[src/hdl/vccr_pkg.sv]
// constants and register map of the video capture control registers
package vccr_pkg;
	localparam int ADDR_W = 12;
	localparam int DATA_W = 32;
	typedef logic [ADDR_W-1:0] vccr_addr_t;

	// register byte offsets
	localparam vccr_addr_t OFS_SHOT    = 12'h61c;
	localparam vccr_addr_t OFS_FAULT   = 12'h628;
	localparam vccr_addr_t OFS_TRIG    = 12'h62c;
	localparam vccr_addr_t OFS_DEPTH   = 12'h630;
	localparam vccr_addr_t OFS_IRQ_STS = 12'h640;
	localparam vccr_addr_t OFS_IRQ_MSK = 12'h644;

	// field positions
	localparam int BIT_SHOT  = 0;
	localparam int BIT_FAULT = 0;
	localparam int BIT_TRIG  = 0;
	localparam int DEPTH_W   = 8;

	// reset values
	localparam logic SHOT_RST  = 1'b0;
	localparam logic TRIG_RST  = 1'b0;
	localparam logic FAULT_RST = 1'b0;

	// video setting codes
	localparam logic [2:0] FMT_STD_LAST = 3'h2;
	localparam logic [2:0] FMT_SCAL     = 3'h7;
	localparam logic [3:0] TRIG_STYLE_SELFCLR = 4'h0;

	// effective depth codes
	localparam logic [DEPTH_W-1:0] DEPTH_MONO8  = 8'h08;
	localparam logic [DEPTH_W-1:0] DEPTH_MONO16 = 8'h0a;

	// interrupt status / mask layout
	localparam int IRQ_N     = 3;
	localparam int IRQ_FRAME = 0;
	localparam int IRQ_FAULT = 1;
	localparam int IRQ_TRIG  = 2;
	localparam logic [IRQ_N-1:0] IRQ_MSK_RST = 3'h0;

	// axi responses
	localparam logic [1:0] RESP_OKAY   = 2'h0;
	localparam logic [1:0] RESP_SLVERR = 2'h2;
endpackage : vccr_pkg

[src/hdl/vccr_axil_port.sv]
// axi4-lite slave front end: one write and one read at a time
`timescale 1ns/100ps
module vccr_axil_port (
	input  wire logic                     ref_clk_i,
	input  wire logic                     arst_n_i,
	input  wire logic [vccr_pkg::ADDR_W-1:0] awaddr_i,
	input  wire logic                     awvalid_i,
	output      logic                     awready_o,
	input  wire logic [vccr_pkg::DATA_W-1:0] wdata_i,
	input  wire logic [3:0]               wstrb_i,
	input  wire logic                     wvalid_i,
	output      logic                     wready_o,
	output      logic [1:0]               bresp_o,
	output      logic                     bvalid_o,
	input  wire logic                     bready_i,
	input  wire logic [vccr_pkg::ADDR_W-1:0] araddr_i,
	input  wire logic                     arvalid_i,
	output      logic                     arready_o,
	output      logic [vccr_pkg::DATA_W-1:0] rdata_o,
	output      logic [1:0]               rresp_o,
	output      logic                     rvalid_o,
	input  wire logic                     rready_i,
	output      logic                     wr_en_o,
	output      logic [vccr_pkg::ADDR_W-1:0] wr_addr_o,
	output      logic [vccr_pkg::DATA_W-1:0] wr_data_o,
	output      logic [3:0]               wr_strb_o,
	input  wire logic                     wr_hit_i,
	output      logic                     rd_en_o,
	output      logic [vccr_pkg::ADDR_W-1:0] rd_addr_o,
	input  wire logic [vccr_pkg::DATA_W-1:0] rd_data_i,
	input  wire logic                     rd_hit_i
);
	import vccr_pkg::*;

	typedef struct packed {
		logic              aw_got;
		logic [ADDR_W-1:0] aw_addr;
		logic              w_got;
		logic [DATA_W-1:0] w_data;
		logic [3:0]        w_strb;
		logic              bvalid;
		logic [1:0]        bresp;
		logic              rvalid;
		logic [DATA_W-1:0] rdata;
		logic [1:0]        rresp;
	} vccr_axil_st_t;

	vccr_axil_st_t st_ff;
	vccr_axil_st_t nxt_st;

	assign awready_o = !st_ff.aw_got && !st_ff.bvalid;
	assign wready_o  = !st_ff.w_got && !st_ff.bvalid;
	assign arready_o = !st_ff.rvalid;
	assign bvalid_o  = st_ff.bvalid;
	assign bresp_o   = st_ff.bresp;
	assign rvalid_o  = st_ff.rvalid;
	assign rdata_o   = st_ff.rdata;
	assign rresp_o   = st_ff.rresp;
	assign wr_en_o   = st_ff.aw_got && st_ff.w_got && !st_ff.bvalid;
	assign wr_addr_o = st_ff.aw_addr;
	assign wr_data_o = st_ff.w_data;
	assign wr_strb_o = st_ff.w_strb;
	assign rd_en_o   = arvalid_i && arready_o;
	assign rd_addr_o = araddr_i;

	always_comb begin
		nxt_st = st_ff;
		if (awvalid_i && awready_o) begin
			nxt_st.aw_got  = 1'b1;
			nxt_st.aw_addr = awaddr_i;
		end
		if (wvalid_i && wready_o) begin
			nxt_st.w_got  = 1'b1;
			nxt_st.w_data = wdata_i;
			nxt_st.w_strb = wstrb_i;
		end
		if (wr_en_o) begin
			nxt_st.aw_got = 1'b0;
			nxt_st.w_got  = 1'b0;
			nxt_st.bvalid = 1'b1;
			nxt_st.bresp  = wr_hit_i ? RESP_OKAY : RESP_SLVERR;
		end else if (st_ff.bvalid && bready_i) begin
			nxt_st.bvalid = 1'b0;
		end
		if (rd_en_o) begin
			nxt_st.rvalid = 1'b1;
			nxt_st.rdata  = rd_data_i;
			nxt_st.rresp  = rd_hit_i ? RESP_OKAY : RESP_SLVERR;
		end else if (st_ff.rvalid && rready_i) begin
			nxt_st.rvalid = 1'b0;
		end
	end

	always_ff @(posedge ref_clk_i or negedge arst_n_i) begin
		if (!arst_n_i) begin
			st_ff <= '0;
		end else begin
			st_ff <= nxt_st;
		end
	end
endmodule : vccr_axil_port

[src/hdl/vccr_mode_check.sv]
// judges the video setting combination and the effective pixel depth
`timescale 1ns/100ps
module vccr_mode_check #(
	parameter logic [7:0] MODE_OK_F0 = 8'h3f,
	parameter logic [7:0] MODE_OK_F1 = 8'h3f,
	parameter logic [7:0] MODE_OK_F2 = 8'h3f,
	parameter logic [7:0] WIDE_F0    = 8'h40,
	parameter logic [7:0] WIDE_F1    = 8'h20,
	parameter logic [7:0] WIDE_F2    = 8'h20,
	parameter logic [7:0] RATE_OK    = 8'h1f,
	parameter logic [1:0] SPEED_MIN  = 2'h2
) (
	input  wire logic [2:0]                 fmt_i,
	input  wire logic [2:0]                 mode_i,
	input  wire logic [2:0]                 rate_i,
	input  wire logic [1:0]                 iso_speed_i,
	input  wire logic                       scal_wide_i,
	output      logic                       fault_o,
	output      logic [vccr_pkg::DEPTH_W-1:0] depth_o
);
	import vccr_pkg::*;

	function automatic logic mode_bit(input logic [7:0] m0,
		input logic [7:0] m1, input logic [7:0] m2,
		input logic [2:0] f, input logic [2:0] m);
		logic [7:0] sel;
		sel = (f == 3'h0) ? m0 : ((f == 3'h1) ? m1 : m2);
		return sel[m];
	endfunction : mode_bit

	logic std_fmt;
	logic wide;

	always_comb begin
		std_fmt = fmt_i <= FMT_STD_LAST;
		fault_o = 1'b0;
		wide    = scal_wide_i;
		if (std_fmt) begin
			// acceptable only when mode, rate and speed all agree
			fault_o = !mode_bit(MODE_OK_F0, MODE_OK_F1, MODE_OK_F2,
				fmt_i, mode_i) || !RATE_OK[rate_i] ||
				iso_speed_i < SPEED_MIN;
			wide = mode_bit(WIDE_F0, WIDE_F1, WIDE_F2, fmt_i, mode_i);
		end else if (fmt_i != FMT_SCAL) begin
			fault_o = 1'b1;
		end
		depth_o = wide ? DEPTH_MONO16 : DEPTH_MONO8;
	end

	a_scal_no_fault: assert final (
		fmt_i != FMT_SCAL || !fault_o)
		else $error("fault flagged under scalable format");
	a_depth_codes: assert final (
		depth_o == DEPTH_MONO8 || depth_o == DEPTH_MONO16)
		else $error("depth code out of range");
endmodule : vccr_mode_check

[src/hdl/vccr_regs.sv]
// video capture control register bank with axi4-lite access
`timescale 1ns/100ps
module vccr_regs (
	input  wire logic                     ref_clk_i,
	input  wire logic                     arst_n_i,
	input  wire logic [vccr_pkg::ADDR_W-1:0] s_axi_awaddr_i,
	input  wire logic                     s_axi_awvalid_i,
	output      logic                     s_axi_awready_o,
	input  wire logic [vccr_pkg::DATA_W-1:0] s_axi_wdata_i,
	input  wire logic [3:0]               s_axi_wstrb_i,
	input  wire logic                     s_axi_wvalid_i,
	output      logic                     s_axi_wready_o,
	output      logic [1:0]               s_axi_bresp_o,
	output      logic                     s_axi_bvalid_o,
	input  wire logic                     s_axi_bready_i,
	input  wire logic [vccr_pkg::ADDR_W-1:0] s_axi_araddr_i,
	input  wire logic                     s_axi_arvalid_i,
	output      logic                     s_axi_arready_o,
	output      logic [vccr_pkg::DATA_W-1:0] s_axi_rdata_o,
	output      logic [1:0]               s_axi_rresp_o,
	output      logic                     s_axi_rvalid_o,
	input  wire logic                     s_axi_rready_i,
	input  wire logic [2:0]               video_fmt_i,
	input  wire logic [2:0]               video_mode_i,
	input  wire logic [2:0]               frame_rate_i,
	input  wire logic [1:0]               iso_speed_i,
	input  wire logic                     scal_wide_i,
	input  wire logic                     trig_src_sw_i,
	input  wire logic [3:0]               trig_style_i,
	input  wire logic                     frame_done_i,
	output      logic                     frame_req_o,
	output      logic                     sw_trigger_o,
	output      logic                     setting_fault_o,
	output      logic                     irq_o
);
	import vccr_pkg::*;

	typedef struct packed {
		logic             shot;
		logic             trig;
		logic             fault;
		logic             evald;
		logic [10:0]      prev;
		logic [IRQ_N-1:0] sts;
		logic [IRQ_N-1:0] msk;
	} vccr_regs_st_t;

	vccr_regs_st_t st_ff;
	vccr_regs_st_t nxt_st;

	logic              wr_en;
	logic [ADDR_W-1:0] wr_addr;
	logic [DATA_W-1:0] wr_data;
	logic [3:0]        wr_strb;
	logic [ADDR_W-1:0] rd_addr;
	logic [DATA_W-1:0] rd_data;
	logic              chk_fault;
	logic [DEPTH_W-1:0] chk_depth;
	logic [10:0]       settings;
	logic              shot_fmt_ok;
	logic              wr_low;
	logic              wr_shot;
	logic              wr_trig;
	logic              eval;
	logic [IRQ_N-1:0]  ev;
	logic [IRQ_N-1:0]  sts_kill;

	function automatic logic reg_hit(input logic [ADDR_W-1:0] a);
		return a == OFS_SHOT || a == OFS_FAULT || a == OFS_TRIG ||
			a == OFS_DEPTH || a == OFS_IRQ_STS || a == OFS_IRQ_MSK;
	endfunction : reg_hit

	vccr_axil_port u_port (
		.ref_clk_i (ref_clk_i),
		.arst_n_i  (arst_n_i),
		.awaddr_i  (s_axi_awaddr_i),
		.awvalid_i (s_axi_awvalid_i),
		.awready_o (s_axi_awready_o),
		.wdata_i   (s_axi_wdata_i),
		.wstrb_i   (s_axi_wstrb_i),
		.wvalid_i  (s_axi_wvalid_i),
		.wready_o  (s_axi_wready_o),
		.bresp_o   (s_axi_bresp_o),
		.bvalid_o  (s_axi_bvalid_o),
		.bready_i  (s_axi_bready_i),
		.araddr_i  (s_axi_araddr_i),
		.arvalid_i (s_axi_arvalid_i),
		.arready_o (s_axi_arready_o),
		.rdata_o   (s_axi_rdata_o),
		.rresp_o   (s_axi_rresp_o),
		.rvalid_o  (s_axi_rvalid_o),
		.rready_i  (s_axi_rready_i),
		.wr_en_o   (wr_en),
		.wr_addr_o (wr_addr),
		.wr_data_o (wr_data),
		.wr_strb_o (wr_strb),
		.wr_hit_i  (reg_hit(wr_addr)),
		.rd_en_o   (),
		.rd_addr_o (rd_addr),
		.rd_data_i (rd_data),
		.rd_hit_i  (reg_hit(rd_addr))
	);

	vccr_mode_check u_check (
		.fmt_i       (video_fmt_i),
		.mode_i      (video_mode_i),
		.rate_i      (frame_rate_i),
		.iso_speed_i (iso_speed_i),
		.scal_wide_i (scal_wide_i),
		.fault_o     (chk_fault),
		.depth_o     (chk_depth)
	);

	assign settings = {video_fmt_i, video_mode_i, frame_rate_i, iso_speed_i};
	assign shot_fmt_ok = video_fmt_i <= FMT_STD_LAST ||
		video_fmt_i == FMT_SCAL;
	// only the low byte holds live bits; other lanes are ignored
	assign wr_low  = wr_en && wr_strb[0];
	assign wr_shot = wr_low && wr_addr == OFS_SHOT;
	assign wr_trig = wr_low && wr_addr == OFS_TRIG;
	// any change of the four settings forces a fresh verdict
	assign eval = !st_ff.evald || settings != st_ff.prev;
	// status bits that a write clears and no event of that cycle keeps set
	assign sts_kill = (wr_low && wr_addr == OFS_IRQ_STS) ?
		wr_data[IRQ_N-1:0] & ~ev : '0;

	always_comb begin
		nxt_st = st_ff;
		ev     = '0;
		// burst bit and count field are never looked at
		if (wr_shot && wr_data[BIT_SHOT] && shot_fmt_ok) begin
			nxt_st.shot = 1'b1;
		end else if (frame_done_i) begin
			nxt_st.shot = 1'b0;
		end
		ev[IRQ_FRAME] = st_ff.shot && frame_done_i;

		if (wr_trig) begin
			nxt_st.trig = wr_data[BIT_TRIG];
		end else if (trig_style_i == TRIG_STYLE_SELFCLR) begin
			nxt_st.trig = 1'b0;
		end
		ev[IRQ_TRIG] = nxt_st.trig && !st_ff.trig && trig_src_sw_i;

		if (eval) begin
			nxt_st.fault = chk_fault;
			nxt_st.prev  = settings;
			nxt_st.evald = 1'b1;
		end
		ev[IRQ_FAULT] = nxt_st.fault && !st_ff.fault;

		// write-one-to-clear, a new event in the same cycle wins
		if (wr_low && wr_addr == OFS_IRQ_STS) begin
			nxt_st.sts = st_ff.sts & ~wr_data[IRQ_N-1:0];
		end
		nxt_st.sts = nxt_st.sts | ev;
		if (wr_low && wr_addr == OFS_IRQ_MSK) begin
			nxt_st.msk = wr_data[IRQ_N-1:0];
		end
	end

	always_comb begin
		rd_data = '0; // reserved bits and unmapped reads return zero
		if (rd_addr == OFS_SHOT) begin
			rd_data[BIT_SHOT] = st_ff.shot;
		end else if (rd_addr == OFS_FAULT) begin
			rd_data[BIT_FAULT] = st_ff.fault;
		end else if (rd_addr == OFS_TRIG) begin
			rd_data[BIT_TRIG] = st_ff.trig;
		end else if (rd_addr == OFS_DEPTH) begin
			rd_data[DEPTH_W-1:0] = chk_depth;
		end else if (rd_addr == OFS_IRQ_STS) begin
			rd_data[IRQ_N-1:0] = st_ff.sts;
		end else if (rd_addr == OFS_IRQ_MSK) begin
			rd_data[IRQ_N-1:0] = st_ff.msk;
		end
	end

	always_ff @(posedge ref_clk_i or negedge arst_n_i) begin
		if (!arst_n_i) begin
			st_ff.shot  <= SHOT_RST;
			st_ff.trig  <= TRIG_RST;
			st_ff.fault <= FAULT_RST;
			st_ff.evald <= 1'b0;
			st_ff.prev  <= '0;
			st_ff.sts   <= '0;
			st_ff.msk   <= IRQ_MSK_RST;
		end else begin
			st_ff <= nxt_st;
		end
	end

	assign frame_req_o     = st_ff.shot;
	assign sw_trigger_o    = st_ff.trig && trig_src_sw_i;
	assign setting_fault_o = st_ff.fault;
	assign irq_o           = |(st_ff.sts & st_ff.msk);
endmodule : vccr_regs

[config.mk]
export PLATFORM = sky130hd
export DESIGN_NAME = vccr_regs
export DESIGN_NICKNAME = d
export VERILOG_FILES = /design/src/hdl/vccr_pkg.sv /design/src/hdl/vccr_axil_port.sv /design/src/hdl/vccr_mode_check.sv /design/src/hdl/vccr_regs.sv
export SDC_FILE = /design/constraint.sdc
export NUM_CORES = 1
export LEC_CHECK = 0
export BUFFER_PORTS_ARGS = -buffer_cell sky130_fd_sc_hd__buf_2
export CAP_MARGIN = 25
export CORE_MARGIN = 4
export CORE_UTILIZATION = 41
export DETAILED_ROUTE_END_ITERATION = 6
export PLACE_DENSITY = 0.75
export SLEW_MARGIN = 20
export SYNTH_ARGS = -nofsm -noshare
export SYNTH_HDL_FRONTEND = slang
export SYNTH_SLANG_ARGS = --single-unit
[constraint.sdc]
create_clock -name ref_clk_i -period 1.8 [get_ports ref_clk_i]
set_clock_uncertainty 0.1 [all_clocks]
set_input_delay 0.09 -clock ref_clk_i [delete_from_list [all_inputs] [get_ports ref_clk_i]]
set_output_delay 0.09 -clock ref_clk_i [all_outputs]
set_load 0.01 [all_outputs]
# Word level (Yosys, flattened, before mapping)
# Memories as Yosys holds them, arrays and structs flattened.
# Index checks and enable logic that the tools add are counted.
[classes]
add_sub_neg = 0
n_mul = 0
n_div = 0
order_cmp = 4
eq_ne = 15
shift = 0
n_mux = 35
bitwise_logic = 4
n_reduce_logical = 52
[ops]
columns = ["op", "n"]
rows = [
  ["equality test 12 x 11 -> 1 bit, second input constant", 12],
  ["two-way mux 37 bit", 1],
  ["two-way mux 7 bit", 4],
  ["two-way mux 13 bit", 2],
  ["logical AND 1 bit", 21],
  ["two-way mux 1 bit", 19],
  ["logical OR 1 bit", 14],
  ["two-way mux 3 bit", 4],
  ["!= test 11 bit", 1],
  ["nonzero test 2 bit", 5],
  ["zero test 1 bit", 9],
  ["less-than comparator 3 x 4 -> 1 bit, second input constant", 2],
  ["bitwise AND 3 bit", 2],
  ["two-way mux 2 bit", 3],
  ["two-way mux 5 bit", 1],
  ["zero test 4 bit", 1],
  ["binary-select mux 1 bit (select 3 bit)", 1],
  ["equality test 3 bit, second input constant", 1],
  ["<= comparator 3 x 2 -> 1 bit, second input constant", 1],
  ["zero test 3 bit", 1],
  ["!= test 3 bit, second input constant", 1],
  ["inverter 3 bit", 1],
  ["OR 3 bit", 1],
  ["OR reduction 3 bit", 1],
  ["less-than comparator 2 bit, second input constant", 1],
]
[totals]
register_bits = 85
latch_bits = 0
ramBits = 0
mem_bits_ro = 16
in_bits = 85
output_inout_bits = 45
elab_cells = 129
mem_count = 2
[memory_table]
columns = ["name", "depth", "word_bits", "read_ports", "rd_ports_with_merged_regs", "write_ports", "line_no", "source"]
rows = [
  ["(name not given)", 8, 1, 1, 0, 0, "vccr_mode_check.sv:28", "return sel[m];"],
  ["(name not given)", 8, 1, 1, 0, 0, "vccr_mode_check.sv:41", "fmt_i, mode_i) || !RATE_OK[rate_i] ||"],
]

# Depth between registers and ports, before layout
# Gate-level depths: netlist of run 1.
[depth]
word_depth = 10
mapped_depth = 5
depth_no_buf = 4

# Cells and area by module
# A second synthesis of run 1 with hierarchy kept.
[unflattened]
hier_cells = 438
area_unflattened_um2 = 5506.5
[by_module_without_submodules]
columns = ["module", "instances", "cells_each", "area_each_um2", "seq_area_each_um2"]
rows = [
  ["vccr_axil_port", 1, 291, 4083.9, 2152.1],
  ["vccr_regs", 1, 125, 1270.0, 525.5],
  ["vccr_mode_check", 1, 22, 152.6, 0.0],
]

# Worst setup path after synthesis of run 1
# No wires, ideal clock.
[synth_path]
path_kind = "reg-to-reg"
startpoint = "register u_port.st_ff (netlist bit u_port.wr_addr_o[5])"
endpoint = "register st_ff[0] (netlist name)"
setup_ns = 0.125
arrival_time_ns = 1.469
t_required_ns = 1.575
path_slack_ns = 0.106
path_stages_with_launch = 4
n_path_buf = 0
period_less_slack_ns = 1.694
cell_sequence = "dfrtp_1 -> or4b_4 -> nor2_1 -> mux2_2"
[synth_between]
elab_chain_len = 2
[synth_lines]
columns = ["item", "line_no", "source"]
rows = [
  ["from (decl)", "vccr_axil_port.sv:48", "vccr_axil_st_t st_ff;"],
  ["from (signal assigned)", "vccr_axil_port.sv:98", "st_ff <= nxt_st;"],
  ["equality test 12 x 11 -> 1 bit", "vccr_regs.sv:157", "if (wr_low && wr_addr == OFS_IRQ_MSK) begin"],
  ["logical AND 1 bit", "vccr_regs.sv:157", ""],
  ["to (signal assigned)", "vccr_regs.sv:189", "st_ff <= nxt_st;"],
  ["to (decl)", "vccr_regs.sv:48", "vccr_regs_st_t st_ff;"],
]
# No other way between the ends.
# A chain may end at the register's enable or synchronous reset.

# Worst setup path after layout of run 1
[layout_path]
startpoint = "register u_port.st_ff (netlist bit u_port.wr_addr_o[3])"
endpoint = "register st_ff[1] (netlist name)"
# Same word-level chain as after synthesis.

==> flow_summary.json, run 1 <==
{
  "grt_overflow": 0,
  "firstDrtPassIters": 4,
  "die_w_um": 86.28,
  "ios": 130,
  "grt_max_degree": 29,
  "rsz0062_at_grt": "false",
  "yosysSeqAreaShare_pct": 46.81,
  "fin_util_pct": 54.54,
  "grt_pass1_wl_mm": 9.501,
  "synth_edf_count": 0,
  "path_class": "reg2reg",
  "routedWlPerCell_um": 13.74,
  "p_per_area_mw_per_mm2": 980.1,
  "dp_hpwl_mm": 4.052,
  "core-area_mm2": 0.005921,
  "synth.area.top_cells": "dfrtp_1 47%, buf_4 11%, mux2_2 9.0%, xnor2_1 3.8%, nand2_1 1.9%",
  "final_common_cell": "buf_2",
  "clock_latency_ns": 0.30,
  "area_growth_pct": 28.54,
  "switching_share_pct": 31.43,
  "cts-root-buf": "clkbuf_8",
  "port_buffers": 67,
  "startpoint": "u_port.wr_addr_o[3]",
  "final_nets": 417,
  "synth_async_sr_flop_share_pct": 100.0,
  "grt_pass1_vias": 2083,
  "netlist_area_mm2": 0.002512,
  "p_leak_nw": 1.517,
  "drtIter0Drc": 46,
  "antenna_cells": 0,
  "design_power_total_mw": 3.165,
  "initial_core_util_pct": 42.43,
  "hold_class": "in2reg",
  "antenna_found_initial": 0,
  "p_int_mw": 2.170,
  "nFillCells": 569,
  "endpoint_kind": "flop",
  "synthDistinctLibCells": 50,
  "synth_top_area_cell": "dfrtp_1",
  "r2r_start": "u_port.wr_addr_o[3]",
  "via_per_inst": 4.740,
  "finalCritPeriodShare_pct": 95.07,
  "pwr-share-seq_pct": 47.3,
  "yosysWarnings": 0,
  "switching_power_mw": 0.9947,
  "clock_path_buffers": 2,
  "holdPathStages": 3,
  "clkPwrFrac_pct": 20.2,
  "critical_path_required_ns": 1.89,
  "final_cell_mix": "67 x buf_2, 47 x dfrtp_1, 33 x dlygate4sd3_1, 31 x conb_1, 20 x mux2_2",
  "synthCells": 238,
  "globalplace.congestion": 0.8274,
  "clock_sinks": 47,
  "finalHoldViolCount": 0,
  "grt_usage_pct": 16.04,
  "fin_tns_setup_ns": 0,
  "cts_tree": "yes",
  "path_max_fanout": 3,
  "detail-route-antenna-nets": 0,
  "cts-buffers-inserted": 5,
  "synth_seq_cells": 47,
  "htree_num_levels": 2,
  "dp_cells": 367,
  "crit_path_start_kind": "flop",
  "clkTransAtPathRegs_ns": 0.09,
  "drt-total-wl_mm": 5.594,
  "clock.fmax_mhz": 584.4,
  "dieArea_mm2": 0.007444,
  "drc": 0,
  "ys.flop_type": "dfrtp_1",
  "num_rows": 28,
  "synth_top_area_share_pct": 46.81,
  "dp_slack_ns": 0.03716,
  "syn_area_per_cell_um2": 10.56,
  "drv_cap": 0,
  "setup_slack_ns": 0.08879,
  "final_max_slew_viol_count": 0,
  "instances_no_fill": 407,
  "ir_worst_vdd_uv": 726.7,
  "dieHeight_um": 86.28,
  "cp_data_arrival_time_ns": 1.80,
  "pwr-share-comb_pct": 32.6,
  "setup_violations": 0,
  "period_minus_slack_ns": 1.711,
  "worstRegToRegCells": 3,
  "outcome": "complete, no violations",
  "hp-start": "trig_style_i[1]",
  "final_layout_size_suffix_gt1_share_pct": 32.83,
  "vias": 1929
}
==> path summary, 6_finish.rpt <==
kind                                  endpoint  slack [ns]
setup / recovery                      st_ff[1]        0.09
setup reg to reg                      st_ff[1]        0.09
min in group asynchronous  u_port.wr_addr_o[9]        0.19
max in group asynchronous             st_ff[3]        0.90
hold reg to reg              u_port.rdata_o[1]        0.39
hold / removal                       st_ff[19]       0.005
==> critical path, cell delays in order, from the launching register on <==
cell and delay [ns]:
dfrtp_1 0.39, or4b_4 0.57, nor2_2 0.20, mux2_2 0.35
==> cell type report <==
cell class,count,area (um^2),area share (%)
clock inverters,1,5.005,0.1550
flip-flops and latches,47,1176,36.42
inverters,7,26.28,0.8136
clock buffers,6,82.58,2.557
repair buffers,107,730.7,22.63
well taps,75,93.84,2.906
multi-input cells,164,1115,34.52
==> synthesized netlist by cell type (all sizes together), types with 2 or more instances <==
cell type	instances
a21oi	2
nand2b	2
a31oi	3
o21ai	7
inv	7
nor4bb	2
mux2	20
o31ai	2
buf	37
and3b	2
nor4	2
nor3	4
or2b	2
conb	2
nor2b	6
nor2	10
nor4b	3
dfrtp	47
and3	3
xnor2	11
clkbuf	12
nand2	13
mux2i	2
nand3	6
and2	3
nor3b	3
nand4	5
a21o	3
==> per-stage QoR <==
stage	hold WS (ns)	instance area, um^2
after floorplan	-0.3056	2621
after global placement	-0.03832	2794
after detailed placement	-0.02249	2794
after CTS	0.007278	3212
after global routing	0.03825	3229
final	0.004641	3229
==> power by group through the flow <==
stage	Clock [mW]	Sequential (mW)	Combinational [mW]
after floorplan	0	1.49	0.650
after global placement	0	1.49	0.911
after detailed placement	0	1.50	0.953
after CTS	0.659	1.48	1.01
after global routing	0.716	1.53	1.14
final	0.638	1.50	1.03
==> logic make-up (layout without fill, tap and decap cells) <==
group	after synthesis	after routing	share of synthesized area (%)
and+or+nand+nor	70	70	16.68
buffers and inverters	56	121	13.84
DFF	47	47	46.81
AOI/OAI and AO/OA	30	30	8.765
muxes	22	22	9.761
xor gates and xnor gates	11	11	3.835
other	2	31	0.2989
==> repair_timing <==
action                                  in CTS  in global routing
endpoints found under the setup margin       0                  5
hold buffers                                33                  0
setup buffers                                0                  0
endpoints found under the hold margin       51                  0
gates resized for setup                      0                  4
==> flip-flops by register name, summed over array words and instances (netlist names) <==
signal            flops
u_port.bvalid_o       1
u_port.rvalid_o       1
u_port.wr_data_o      3
u_port.wr_strb_o      1
u_port.bresp_o        1
st_ff                19
setting_fault_o       1
u_port.rresp_o        1
u_port.st_ff          2
u_port.wr_addr_o     12
frame_req_o           1
u_port.rdata_o        4
==> routing by layer <==
metal	GRT usage, %	wire length, um
met1	18.03	2202
met2	29.43	2911
met3	4.848	419
met4	4.249	61
met5	0	0
Note: power is estimated with default switching activity, not from simulation.
==> inputs of run 2 (changes only) <==
Settings changed: PLACE_DENSITY 0.75 to default, PLACE_DENSITY_LB_ADDON from default to 0.1.
==> run 2 against run 1 <==
Effect of this change:
- design area down 0.70%
- worst setup slack worse by 0.0087 ns
- worst hold slack about the same
- largest cell class unchanged
- critical endpoint is now setting_fault_o
- clock power down 2%
- die area unchanged
- register-to-register slack about the same
- first-iteration DRC count unchanged
- cell count up 0.25%
- total power down 2.2%
==> flow_summary.json, run 2 (same netlist as run 1, synthesis figures left out) <==
{
  "die_w_um": 86.28,
  "initial_core_util_pct": 42.43,
  "post-cts-setup-buffers": 0,
  "p_per_area_mw_per_mm2": 965.6,
  "cp_data_arrival_time_ns": 1.80,
  "final_cell_mix": "67 x buf_2, 47 x dfrtp_1, 32 x dlygate4sd3_1, 31 x conb_1, 20 x mux2_2",
  "outcome": "complete, no violations",
  "switching_power_mw": 0.9354,
  "switching_share_pct": 30.21,
  "num_rows": 28,
  "worstRegToRegCells": 3,
  "clock_latency_ns": 0.29,
  "regMostFlops": "st_ff",
  "path_max_fanout": 5,
  "dp_hpwl_mm": 3.997,
  "htree_num_levels": 2,
  "grt_usage_pct": 14.58,
  "dieArea_mm2": 0.007444,
  "final_nets": 418,
  "period_minus_slack_ns": 1.720,
  "routedWlPerCell_um": 12.95,
  "drv_cap": 0,
  "ir_worst_vdd_uv": 770.0,
  "crit_path_start_kind": "primary input",
  "hp-start": "trig_style_i[2]",
  "ios": 130,
  "pwr-share-seq_pct": 48.2,
  "path_class": "in2reg",
  "antenna_cells": 0,
  "vias": 1903,
  "r2r_start": "u_port.wr_addr_o[3]",
  "final_layout_size_suffix_gt1_share_pct": 32.43,
  "firstDrtPassIters": 6,
  "whs_endpoint": "st_ff[19]",
  "grt_pass1_wl_mm": 8.700,
  "clock_sinks": 47,
  "holdPathStages": 3,
  "hold_class": "in2reg",
  "fin_util_pct": 54.16,
  "whs_ns": 0.004794,
  "globalplace.congestion": 0.7486,
  "clkPwrFrac_pct": 20.2,
  "critical_path_required_ns": 1.88,
  "drc": 0,
  "grt_pass1_vias": 1919,
  "cts-buffers-inserted": 5,
  "pwr-share-comb_pct": 31.6,
  "area_growth_pct": 27.64,
  "cts-root-buf": "clkbuf_8",
  "final_max_slew_viol_count": 0,
  "antenna_found_initial": 0,
  "final_common_cell": "buf_2",
  "cts_tree": "yes",
  "grt_overflow": 0,
  "drt-total-wl_mm": 5.284,
  "fin_tns_setup_ns": 0,
  "drtIter0Drc": 46,
  "largest_reg_flops": 19,
  "nFillCells": 551,
  "clkTransAtPathRegs_ns": 0.08,
  "grt_max_degree": 23,
  "endpoint_kind": "flop",
  "p_int_mw": 2.161,
  "rsz0062_at_grt": "false",
  "finalHoldViolCount": 0,
  "setup_violations": 0,
  "r2r_slack_ns": 0.09,
  "clock_path_buffers": 2,
  "r2r-end": "u_port.bresp_o[1]",
  "detail-route-antenna-nets": 0,
  "core-area_mm2": 0.005921,
  "clock.fmax_mhz": 581.4,
  "via_per_inst": 4.664,
  "port_buffers": 67,
  "finalCritPeriodShare_pct": 95.55,
  "dieHeight_um": 86.28,
  "p_leak_nw": 1.516
}
-- run 2: cell type report --
type	instances	area (um^2)	area share (%)
timing repair buffer	108	723.2	22.55
clock inverter	1	5.005	0.1561
inverter	7	26.28	0.8194
clock buffer	6	82.58	2.575
tap	75	93.84	2.926
multi-input combinational	164	1100	34.30
sequential	47	1176	36.68
-- run 2: worst max path at each step --
stage / startpoint / to / depth (start not counted)
finish: video_mode_i[0] / setting_fault_o / 6
detailed placement: u_port.wr_addr_o[3] / st_ff[1] / 3
global route: video_fmt_i[1] / setting_fault_o / 6
global placement: u_port.wr_addr_o[3] / st_ff[1] / 3
floorplan: u_port.wr_addr_o[5] / st_ff[0] / 3
CTS: u_port.wr_addr_o[3] / st_ff[1] / 3
-- run 2: timing repair --
action,4_1_cts,5_1_grt
endpoints found under the setup margin,0,3
endpoints found under the hold margin,51,0
hold buffers,32,0
gates resized for setup,0,1
-- run 2: power by group through the flow --
stage	registers (mW)	logic [mW]	clock network (mW)
global route	1.53	1.10	0.705
detailed placement	1.51	0.934	0
finish	1.49	0.978	0.625
global placement	1.51	0.917	0
CTS	1.49	0.991	0.659
floorplan	1.49	0.650	0
-- run 2: layer usage --
| layer | GRT usage (%) | wire, um |
|---|---|---|
| met5 | 0 | 0 |
| met4 | 3.399 | 35 |
| met3 | 3.517 | 322 |
| met2 | 24.39 | 2600 |
| met1 | 19.20 | 2325 |
-- run 2: critical path, cell delays in order --
cell	delay, ns
dlygate4sd3_1	0.53
buf_2	0.16
xnor2_1	0.17
nand4_1	0.13
nor3_1	0.34
mux2_2	0.38
-- run 2: stage by stage --
stage | instance area [um^2] | power [mW] | cells | setup slack, ns
2_1_floorplan | 2621 | 2.137 | 267 | 0.1064
3_3_place_gp | 2796 | 2.429 | 369 | 0.03242
3_5_place_dp | 2796 | 2.446 | 369 | 0.02091
4_1_cts | 3204 | 3.145 | 408 | 0.006143
5_1_grt | 3207 | 3.331 | 408 | 0.0009195
6_report | 3207 | 3.096 | 408 | 0.08012
